[config.mk]
export PLATFORM = sky130hd
export DESIGN_NAME = pwrseq_top
export DESIGN_NICKNAME = d
export VERILOG_FILES = /design/src/pwrseq_top.v
export VERILOG_INCLUDE_DIRS = /design/src /design/src/shared
export SDC_FILE = /design/constraint.sdc
export NUM_CORES = 1
export LEC_CHECK = 0
export BUFFER_PORTS_ARGS = -buffer_cell sky130_fd_sc_hd__buf_2
export CAP_MARGIN = 20
export CORE_MARGIN = 3
export CORE_UTILIZATION = 43
export DETAILED_ROUTE_END_ITERATION = 12
export MAX_ROUTING_LAYER = met4
export PLACE_DENSITY = 0.6
export SETUP_SLACK_MARGIN = 0.3
export SLEW_MARGIN = 20
export SYNTH_ARGS = -nofsm -noshare
export SYNTH_HDL_FRONTEND = slang
export SYNTH_SLANG_ARGS = --single-unit
[constraint.sdc]
create_clock -name clk -period 4.8 [get_ports clk]
set_input_delay 0.48 -clock clk [delete_from_list [all_inputs] [get_ports clk]]
set_output_delay 0.48 -clock clk [all_outputs]
set_load 0.01 [all_outputs]
[src/shared/pwrseq_defines.vh]
// Purpose: Register offsets, field positions, reset values and timing counts
//          for the power-up and hibernate sequencer.
// Assumes: 20 MHz clock, Wishbone classic slave with 32-bit data.
// Notes:   Times are given in their own unit; cycle counts derive from them.
`ifndef PWRSEQ_DEFINES_VH
`define PWRSEQ_DEFINES_VH

// ****************************************
// Clock and timing
// ****************************************
`define PWRSEQ_CLK_HZ          20000000
`define PWRSEQ_T_GATE_US       1000
`define PWRSEQ_T_STEP_US       500
`define PWRSEQ_T_RST_US        1000
`define PWRSEQ_T_BLANK_US      10
`define PWRSEQ_CYC(us)         ((us) * (`PWRSEQ_CLK_HZ / 1000000))
`define PWRSEQ_WAKE_BASE_MS    125

// ****************************************
// Register offsets (byte addresses)
// ****************************************
`define PWRSEQ_REG_CTRL        8'h00
`define PWRSEQ_REG_STATUS      8'h04
`define PWRSEQ_REG_FAULT       8'h08
`define PWRSEQ_REG_MONSEL      8'h0c

// ****************************************
// Control fields
// ****************************************
`define PWRSEQ_CTRL_HIB        0
`define PWRSEQ_CTRL_PB_EN      1
`define PWRSEQ_CTRL_GATE_12V   2
`define PWRSEQ_CTRL_WAKE_LSB   4
`define PWRSEQ_WAKE_NEVER      3'h7

// ****************************************
// Fault / cause fields (persistent)
// ****************************************
`define PWRSEQ_F_SYS           0
`define PWRSEQ_F_IO            1
`define PWRSEQ_F_ANA           2
`define PWRSEQ_F_CORE          3
`define PWRSEQ_F_CHECK         4
`define PWRSEQ_F_WAKE_TMR      5
`define PWRSEQ_F_WAKE_PB       6
`define PWRSEQ_F_HIB           7

`endif

[src/pwrseq_top.v]
// Purpose: Timed power-up, supervision and hibernate control of a power manager.
// Assumes: Comparator and button inputs are asynchronous; clk is always-on.
// Notes:   Registers on a Wishbone classic slave; ack is one cycle after request.
//
// The implementer's own choices: the Wishbone interface to the registers and the register addresses.
`timescale 1ns/1ps
`include "pwrseq_defines.vh"

module pwrseq_top #(
    parameter GATE_DLY  = `PWRSEQ_CYC(`PWRSEQ_T_GATE_US),
    parameter STEP_DLY  = `PWRSEQ_CYC(`PWRSEQ_T_STEP_US),
    parameter RST_DLY   = `PWRSEQ_CYC(`PWRSEQ_T_RST_US),
    parameter BLANK_DLY = `PWRSEQ_CYC(`PWRSEQ_T_BLANK_US),
    parameter WAKE_BASE = `PWRSEQ_WAKE_BASE_MS * (`PWRSEQ_CLK_HZ / 1000)
) (
    input  wire        clk,
    input  wire        rst,
    input  wire        wb_cyc_i,
    input  wire        wb_stb_i,
    input  wire        wb_we_i,
    input  wire [7:0]  wb_adr_i,
    input  wire [3:0]  wb_sel_i,
    input  wire [31:0] wb_dat_i,
    output reg  [31:0] wb_dat_o,
    output reg         wb_ack_o,
    input  wire        motor_supply_start,
    input  wire        gate_drive_supply_good,
    input  wire        sys_supply_above_4v,
    input  wire        sys_supply_good,
    input  wire        io_supply_good,
    input  wire        analog_3v3_supply_good,
    input  wire        core_logic_supply_good,
    input  wire        push_button_input_n,
    output reg         high_voltage_converter_en,
    output reg         medium_voltage_switcher_en,
    output reg         io_supply_en,
    output reg         analog_3v3_supply_en,
    output reg         core_logic_supply_en,
    output reg         gate_drive_sel_12v,
    output reg         cpu_reset_n,
    output reg  [2:0]  supply_monitor_selector
);

    // ****************************************
    // States
    // ****************************************
    localparam [8:0] S_WAIT_VM  = 9'h001;
    localparam [8:0] S_WAIT_VP  = 9'h002;
    localparam [8:0] S_WAIT_SYS = 9'h004;
    localparam [8:0] S_IO       = 9'h008;
    localparam [8:0] S_ANA      = 9'h010;
    localparam [8:0] S_CORE     = 9'h020;
    localparam [8:0] S_CHECK    = 9'h040;
    localparam [8:0] S_RUN      = 9'h080;
    localparam [8:0] S_HIB      = 9'h100;

    // Declared here because the bus read mux reports the step as status
    reg  [8:0] state;
    reg  [8:0] next_state;

    // Wake index 0..6 maps to 125 ms << index (8 s at 6); 7 never expires
    // Limitation: WAKE_BASE << 6 must still fit in 32 bits
    function [31:0] wake_limit;
        input [2:0] sel;
        begin
            wake_limit = WAKE_BASE << sel;
        end
    endfunction

    // Membership of a one-hot step in a set of steps; shared by all enables
    function in_states;
        input [8:0] st;
        input [8:0] mask;
        begin
            in_states = |(st & mask);
        end
    endfunction

    // ****************************************
    // Input synchronisers
    // ****************************************
    reg  [7:0] sync1;
    reg  [7:0] sync2;
    wire [7:0] raw_in = {push_button_input_n, core_logic_supply_good,
                         analog_3v3_supply_good, io_supply_good, sys_supply_good,
                         sys_supply_above_4v, gate_drive_supply_good,
                         motor_supply_start};

    // Two flops per asynchronous comparator or pin.
    // Only sync2 feeds logic; sync1 may be metastable for a cycle.
    // The button bit resets to its idle high level, so that release
    // of reset does not look like a press to the edge detector.
    always @(posedge clk) begin
        if (rst) begin
            sync1 <= 8'h80;
            sync2 <= 8'h80;
        end else begin
            sync1 <= raw_in;
            sync2 <= sync1;
        end
    end

    // ****************************************
    // Power-good blanking filters
    // ****************************************
    reg [7:0]  filt;
    reg [15:0] blank_cnt [0:7];
    integer    i;

    // A level change is accepted only after it holds for the blanking time.
    // Each input has its own counter, so a glitch on one supply does not
    // restart the filter of another. The filter acts in both directions:
    // a supply is also reported lost only once the loss has persisted,
    // which trades ten microseconds of fault latency for noise immunity.
    // The button shares the filter, which gives it a cheap debounce.
    // Filter outputs reset low except the button, which idles high.
    always @(posedge clk) begin
        if (rst) begin
            filt <= 8'h80;
            for (i = 0; i < 8; i = i + 1)
                blank_cnt[i] <= 16'h0000;
        end else begin
            for (i = 0; i < 8; i = i + 1) begin
                if (sync2[i] == filt[i]) begin
                    blank_cnt[i] <= 16'h0000;
                end else if (blank_cnt[i] >= BLANK_DLY[15:0] - 16'h0001) begin
                    filt[i]      <= sync2[i];
                    blank_cnt[i] <= 16'h0000;
                end else begin
                    blank_cnt[i] <= blank_cnt[i] + 16'h0001;
                end
            end
        end
    end

    // Named views of the filtered levels; pg holds the four supervised
    // supplies in the order system, I/O, analog, core (fault bits 3:0).
    // The edge detector sees only filtered levels, never the raw pin.
    wire vm_ok    = filt[0];
    wire vp_ok    = filt[1];
    wire sys_4v   = filt[2];
    wire [3:0] pg = filt[6:3];
    wire all_good = &pg;
    reg  pb_d;
    wire pb_press = pb_d & ~filt[7];      // Falling edge of active-low button

    // ****************************************
    // Register bus
    // ****************************************
    // Map, byte addresses, one 32-bit word each:
    //   CTRL   (0x00) bit 0     hibernate command, self clearing, reads 0
    //                 bit 1     push button function enable
    //                 bit 2     gate drive target 12 V, clear for 15 V
    //                 bits 6:4  wake time index, 7 means never
    //   STATUS (0x04) bits 8:0  one-hot sequencer step
    //                 bits 17:10 filtered levels, motor start in bit 10
    //   FAULT  (0x08) sticky causes, write one to clear
    //                 bits 3:0  system, I/O, analog, core supply lost
    //                 bit 4     power-good check failed
    //                 bits 6:5  woken by timer, woken by button
    //                 bit 7     hibernate entered
    //   MONSEL (0x0c) bits 2:0  monitor channel routed to the converter
    // Only byte lane 0 carries writes. Unmapped addresses read zero and
    // ignore writes. During hibernate the bus still answers, but writes
    // are dropped so that no stale setting survives into the restart.
    // The fault bits, button enable and wake time are kept across hibernate;
    // the last two stay so that the wake sources are not lost.
    reg        hib_cmd;
    reg        pb_en;
    reg  [2:0] wake_sel;
    reg  [7:0] fault;
    reg        fault_clr_req;
    reg  [7:0] fault_clr_mask;
    wire       wb_req = wb_cyc_i & wb_stb_i & ~wb_ack_o;
    wire       wr     = wb_req & wb_we_i & wb_sel_i[0];

    // Single-cycle ack; gate target and monitor select return to defaults in hibernate.
    // A request is taken on the edge where cyc and stb are high and ack is
    // low; ack follows one cycle later with the read data beside it, and
    // masking by ack keeps a request that is still held from being taken
    // twice.
    always @(posedge clk) begin
        if (rst) begin
            wb_ack_o                <= 1'b0;
            wb_dat_o                <= 32'h0000_0000;
            hib_cmd                 <= 1'b0;
            pb_en                   <= 1'b0;
            wake_sel                <= `PWRSEQ_WAKE_NEVER;
            gate_drive_sel_12v      <= 1'b0;
            supply_monitor_selector <= 3'h0;
            fault_clr_req           <= 1'b0;
            fault_clr_mask          <= 8'h00;
        end else begin
            wb_ack_o      <= wb_req;
            fault_clr_req <= 1'b0;
            hib_cmd       <= 1'b0;
            if (state == S_HIB) begin
                // Configuration reverts; wake setup kept until wake
                gate_drive_sel_12v      <= 1'b0;
                supply_monitor_selector <= 3'h0;
            end else if (wr) begin
                case (wb_adr_i)
                    `PWRSEQ_REG_CTRL: begin
                        hib_cmd            <= wb_dat_i[`PWRSEQ_CTRL_HIB];
                        pb_en              <= wb_dat_i[`PWRSEQ_CTRL_PB_EN];
                        gate_drive_sel_12v <= wb_dat_i[`PWRSEQ_CTRL_GATE_12V];
                        wake_sel           <= wb_dat_i[`PWRSEQ_CTRL_WAKE_LSB +: 3];
                    end
                    `PWRSEQ_REG_FAULT: begin
                        fault_clr_req  <= 1'b1;
                        fault_clr_mask <= wb_dat_i[7:0];
                    end
                    `PWRSEQ_REG_MONSEL: supply_monitor_selector <= wb_dat_i[2:0];
                    default: ;
                endcase
            end
            // Read mux; unmapped addresses read zero
            case (wb_adr_i)
                `PWRSEQ_REG_CTRL:   wb_dat_o <= {25'h0, wake_sel, 1'b0,
                                                 gate_drive_sel_12v, pb_en, 1'b0};
                `PWRSEQ_REG_STATUS: wb_dat_o <= {14'h0, filt, 1'b0, state};
                `PWRSEQ_REG_FAULT:  wb_dat_o <= {24'h0, fault};
                `PWRSEQ_REG_MONSEL: wb_dat_o <= {29'h0, supply_monitor_selector};
                default:            wb_dat_o <= 32'h0000_0000;
            endcase
        end
    end

    // ****************************************
    // Sequencer
    // ****************************************
    // Each timed step clears cnt on entry and leaves once cnt reaches its
    // delay minus one, so a delay parameter of N lasts N whole clocks.
    // Steps that wait on a comparator restart the count while the level
    // is low, so a supply that dips during its hold restarts the hold.
    // The check step doubles as the reset delay: while any supervised
    // supply is not good the count stays at zero and reset is held.
    // Hazard: the filtered levels lag the pins by two flops plus the
    // blanking time. A step delay shorter than that lag sees the core
    // supply as not yet good; this is logged as a failed check and then
    // waited out, never skipped.
    // Hibernate keeps the count running for the wake timer only.
    reg [31:0] cnt;
    reg        cnt_clr;
    reg [7:0]  fault_set;
    wire       wake_tmr = (wake_sel != `PWRSEQ_WAKE_NEVER) &&
                          (cnt >= wake_limit(wake_sel) - 32'h1);
    wire       go_hib   = hib_cmd | (pb_en & pb_press);

    // Next-state decode; every timed step counts whole clk cycles.
    // Hibernate entry is checked before the supply faults in the run
    // step, since the shut-down it starts removes the supplies anyway.
    // Any code that is not one-hot falls back to the first step.
    always @* begin
        next_state = state;
        cnt_clr    = 1'b0;
        fault_set  = 8'h00;
        case (state)
            S_WAIT_VM:  if (vm_ok) begin
                            next_state = S_WAIT_VP;
                            cnt_clr    = 1'b1;
                        end
            S_WAIT_VP:  if (!vp_ok) begin
                            cnt_clr = 1'b1;
                        end else if (cnt >= GATE_DLY - 1) begin
                            next_state = S_WAIT_SYS;
                            cnt_clr    = 1'b1;
                        end
            S_WAIT_SYS: if (!sys_4v) begin
                            cnt_clr = 1'b1;
                        end else if (cnt >= STEP_DLY - 1) begin
                            next_state = S_IO;
                            cnt_clr    = 1'b1;
                        end
            S_IO:       if (cnt >= STEP_DLY - 1) begin
                            next_state = S_ANA;
                            cnt_clr    = 1'b1;
                        end
            S_ANA:      if (cnt >= STEP_DLY - 1) begin
                            next_state = S_CORE;
                            cnt_clr    = 1'b1;
                        end
            S_CORE:     if (cnt >= STEP_DLY - 1) begin
                            next_state = S_CHECK;
                            cnt_clr    = 1'b1;
                            if (!all_good)
                                fault_set[`PWRSEQ_F_CHECK] = 1'b1;
                        end
            S_CHECK:    if (!all_good) begin
                            cnt_clr = 1'b1;
                        end else if (cnt >= RST_DLY - 1) begin
                            next_state = S_RUN;
                            cnt_clr    = 1'b1;
                        end
            S_RUN:      if (go_hib) begin
                            next_state = S_HIB;
                            cnt_clr    = 1'b1;
                            fault_set[`PWRSEQ_F_HIB] = 1'b1;
                        end else if (!all_good) begin
                            next_state = S_CHECK;
                            cnt_clr    = 1'b1;
                            fault_set[3:0] = ~pg;
                        end
            S_HIB:      if (wake_tmr) begin
                            next_state = S_WAIT_VM;
                            fault_set[`PWRSEQ_F_WAKE_TMR] = 1'b1;
                        end else if (pb_en && pb_press) begin
                            next_state = S_WAIT_VM;
                            fault_set[`PWRSEQ_F_WAKE_PB] = 1'b1;
                        end
            default:    next_state = S_WAIT_VM;
        endcase
    end

    // ****************************************
    // Step register, counter and outputs
    // ****************************************
    // State, delay counter, persistent status and registered outputs.
    // Outputs are decoded from next_state so that each enable is a flop
    // that changes on the same edge as the step it belongs to.
    always @(posedge clk) begin
        if (rst) begin
            state                      <= S_WAIT_VM;
            cnt                        <= 32'h0000_0000;
            fault                      <= 8'h00;
            pb_d                       <= 1'b1;
            high_voltage_converter_en  <= 1'b0;
            medium_voltage_switcher_en <= 1'b0;
            io_supply_en               <= 1'b0;
            analog_3v3_supply_en       <= 1'b0;
            core_logic_supply_en       <= 1'b0;
            cpu_reset_n                <= 1'b0;
        end else begin
            state <= next_state;
            pb_d  <= filt[7];
            cnt   <= (cnt_clr || next_state != state) ? 32'h0 : cnt + 32'h1;
            // New events win over a same-cycle software clear
            fault <= (fault & ~(fault_clr_req ? fault_clr_mask : 8'h00))
                     | fault_set;
            // All enables drop together on hibernate entry
            high_voltage_converter_en  <= ~in_states(next_state, S_WAIT_VM | S_HIB);
            medium_voltage_switcher_en <= ~in_states(next_state, S_WAIT_VM | S_WAIT_VP | S_HIB);
            io_supply_en               <= in_states(next_state, S_IO | S_ANA | S_CORE
                                                              | S_CHECK | S_RUN);
            analog_3v3_supply_en       <= in_states(next_state, S_ANA | S_CORE
                                                              | S_CHECK | S_RUN);
            core_logic_supply_en       <= in_states(next_state, S_CORE | S_CHECK | S_RUN);
            cpu_reset_n                <= (next_state == S_RUN);
        end
    end

endmodule // pwrseq_top

==> flow_summary.yaml <==
setup_path:
  critPathKind: "flip-flop to flip-flop"
  critPathRequiredTime_ps: 5230
  crit_start: "wake_sel[1]"
  arrival_ps: 4610
  cp-start-kind: "flip-flop"
  worst-r2r-setup-slack_ps: 610
  ff2ff_path_depth: 17
  rr_endpoint: "io_supply_en"
  worstSetupEndpointType: "flip-flop"
  crit_fanout: 9
  timing.rr.start: "wake_sel[1]"
detailed_routing:
  postRouteAntennaNets: 0
  wl_met3_mm: 1.06
  via_per_inst: 4.81
  dr_wl_met2_mm: 9.74
  drt-initial-drc-count: 478
  firstDrtPassIters: 5
  wire_per_inst_um: 13.1
  drc_errors: 0
  highest_layer: "met4"
  wirelength_mm: 21.7
  num_vias: 7960
  wl_met1_mm: 10.3
pwr:
  powerDensity_mw_per_mm2: 335
  power_uw: 4470
  ir_worst_vdd_v: 0.000301
  intPower_uw: 3520
  pwr-share-comb: 0.029
  seqPwrFrac: 0.518
  cellLeakagePower_uw: 0.00554
  clkPwrFrac: 0.453
  switching_share: 0.212
  p_sw_uw: 947
global_route:
  grt_start_max_net_pins: 36
  antenna_found_initial: 1
  first_global_vias: 7557
  overflow: 0
  grt_use_total: 0.160
  grt_first_pass_wirelength_mm: 36.6
yosys:
  synth_top_area_cell: "edfxtp_1"
  synthArstFlopShare: 0
  seq_area_frac_synth: 0.551
  synth-edff-count: 128
  yosysMostFrequentCell: "nor2_1"
  yosys_warnings: 0
  ys_ff_latch: 244
  synth_flop_cell: "edfxtp_1"
  yosysTopAreaCellShare: 0.343
  synthTopCellsByArea: "edfxtp_1 (34%), dfxtp_1 (21%), nor2_1 (6.0%)"
  synthCells: 1058
  synthDistinctLibCells: 70
  avgSynthCellArea_um2: 10.6
  netlist_area_mm2: 0.0112
  synthTopCellsByCount: "nor2_1 (178), edfxtp_1 (128), dfxtp_1 (116)"
layout:
  nNetsFinal: 1401
  seqCellArea_mm2: 0.00617
  fill_cells: 2334
  area_growth_pct: 19.0
  drive_gt1_frac: 0.103
  multi_input_area_mm2: 0.00545
sta:
  finalSetupViolCount: 0
  slew-limit-headroom: 0.358
  clock_skew_ps: 10.9
  setup_slack_ps: 614
  fin_crit_sh: 0.872
  max_slew.worst_pin.slew_ps: 951
  rsz0062_at_grt: "no"
  hold_viol_final: 0
  fin_tns_setup_ps: 0
  final_max_slew_viol_count: 0
  fin_crit_ps: 4190
  fmax_ghz: 0.239
clock_network:
  numCtsBuffers: 27
  clk_latency_ps: 540
  post_cts_buffers: 0
  clock_sinks: 244
  clk_transition_reported_paths_ps: 60
  root_buffer: "clkbuf_16"
  h-tree-depth: 1
  cts.path.max_buffers: 3
  cts_tree: "yes"
min_path:
  holdPathEnd: "sync1[7]"
  hold_class: "input port to flip-flop"
  hold-path-cell-count: 2
  hp-start: "push_button_input_n"
status:
  status: "finished clean"
floorplan:
  num_io_pins: 100
  core_mm2: 0.0254
  die_w_um: 167
  core.rowCount: 58
  fp.dieH_um: 167
  die_area_mm2: 0.0280
  start_util: 0.441
placement:
  dp_hpwl_mm: 15.6
  gp_congestion: 0.836
  port_buffers: 57
  pre_cts_ws_ps: 444
flow_run:
  maxCapViolations: 0
per-layer routing:
layer	track usage	up-vias
li1	-	4055
met1	0.213	3699
met2	0.254	159
met3	0.0288	47
met4	0.0423	0
met5	-	-
critical path, stage by stage (launching register included):
cell,delay [ps]
dfxtp_2,420
inv_1,130
ha_1,250
nand2_1,150
ha_1,260
nand4b_1,210
nor3_2,220
mux2i_1,230
xnor2_1,90
ha_1,300
nand4_1,110
nor2_1,160
nand3_1,90
a31oi_1,220
nor3_1,130
o41a_1,430
or4_4,430
or2_1,240
kinds of logic (layout without fill, tap and decap cells):
logic type,Yosys count,in the layout,synth area share
and+or+nand+nor,456,456,0.200
buffers and inverters,75,134,0.0328
AOI/OAI and AO/OA,124,124,0.0734
muxes,26,26,0.0256
other,2,209,0.000671
xor gates and xnor gates,89,89,0.0696
DFF,244,244,0.551
adders and majority gates,42,42,0.0469
power groups by stage:
stage | Clock, uW | Combinational (uW) | Sequential, uW
final | 2020 | 130 | 2310
after floorplan | 0 | 105 | 2350
after detailed placement | 0 | 126 | 2360
after global placement | 0 | 126 | 2360
after CTS | 2090 | 127 | 2320
after global routing | 2180 | 152 | 2320
worst max-delay path by stage:
stage / cells past startpoint / end / slack, ps
global route: 17 / io_supply_en / 320
floorplan: 17 / io_supply_en / 960
detailed placement: 17 / io_supply_en / 440
finish: 17 / io_supply_en / 610
CTS: 17 / io_supply_en / 430
global placement: 17 / io_supply_en / 520
through the flow:
stage	hold WS [ps]	util	area, um^2	std cells
after floorplan	389	-	12000	1264
after global placement	395	0.489	12400	1603
after detailed placement	396	0.489	12400	1603
after CTS	96.1	0.524	13300	1653
after global routing	114	0.525	13300	1654
final	121	0.525	13300	1654
cells in the final DEF (no fill, tap or decap), types with 35 or more instances in the layout:
cell and count:
xnor2_1 41, dfxtp_1 114, nand2_1 62, xor2_1 48, buf_2 57, ha_1 42
nor2_1 178, edfxtp_1 128, a21oi_1 35, nand3_1 46, conb_1 208
registers in the layout, summed over array words and instances, names as in the netlist, 9 cells and up:
name / cells
state: 9
wb_dat_o: 17
blank_cnt: 128
cnt: 32
layout make-up:
cell class	instances	area share
diodes	1	0.000188
well taps	330	0.0310
repair buffers	62	0.0242
clock inverters	14	0.00835
clock buffers	36	0.0586
inverters	22	0.00619
flip-flops and latches	244	0.463
multi-input cells	945	0.409
repair_timing:
action / in CTS / in global routing
resized for setup: 0 / 3
endpoints found under the setup margin: 0 / 1
hold buffers: 0 / 0
Power figures use the tool's default switching activity.
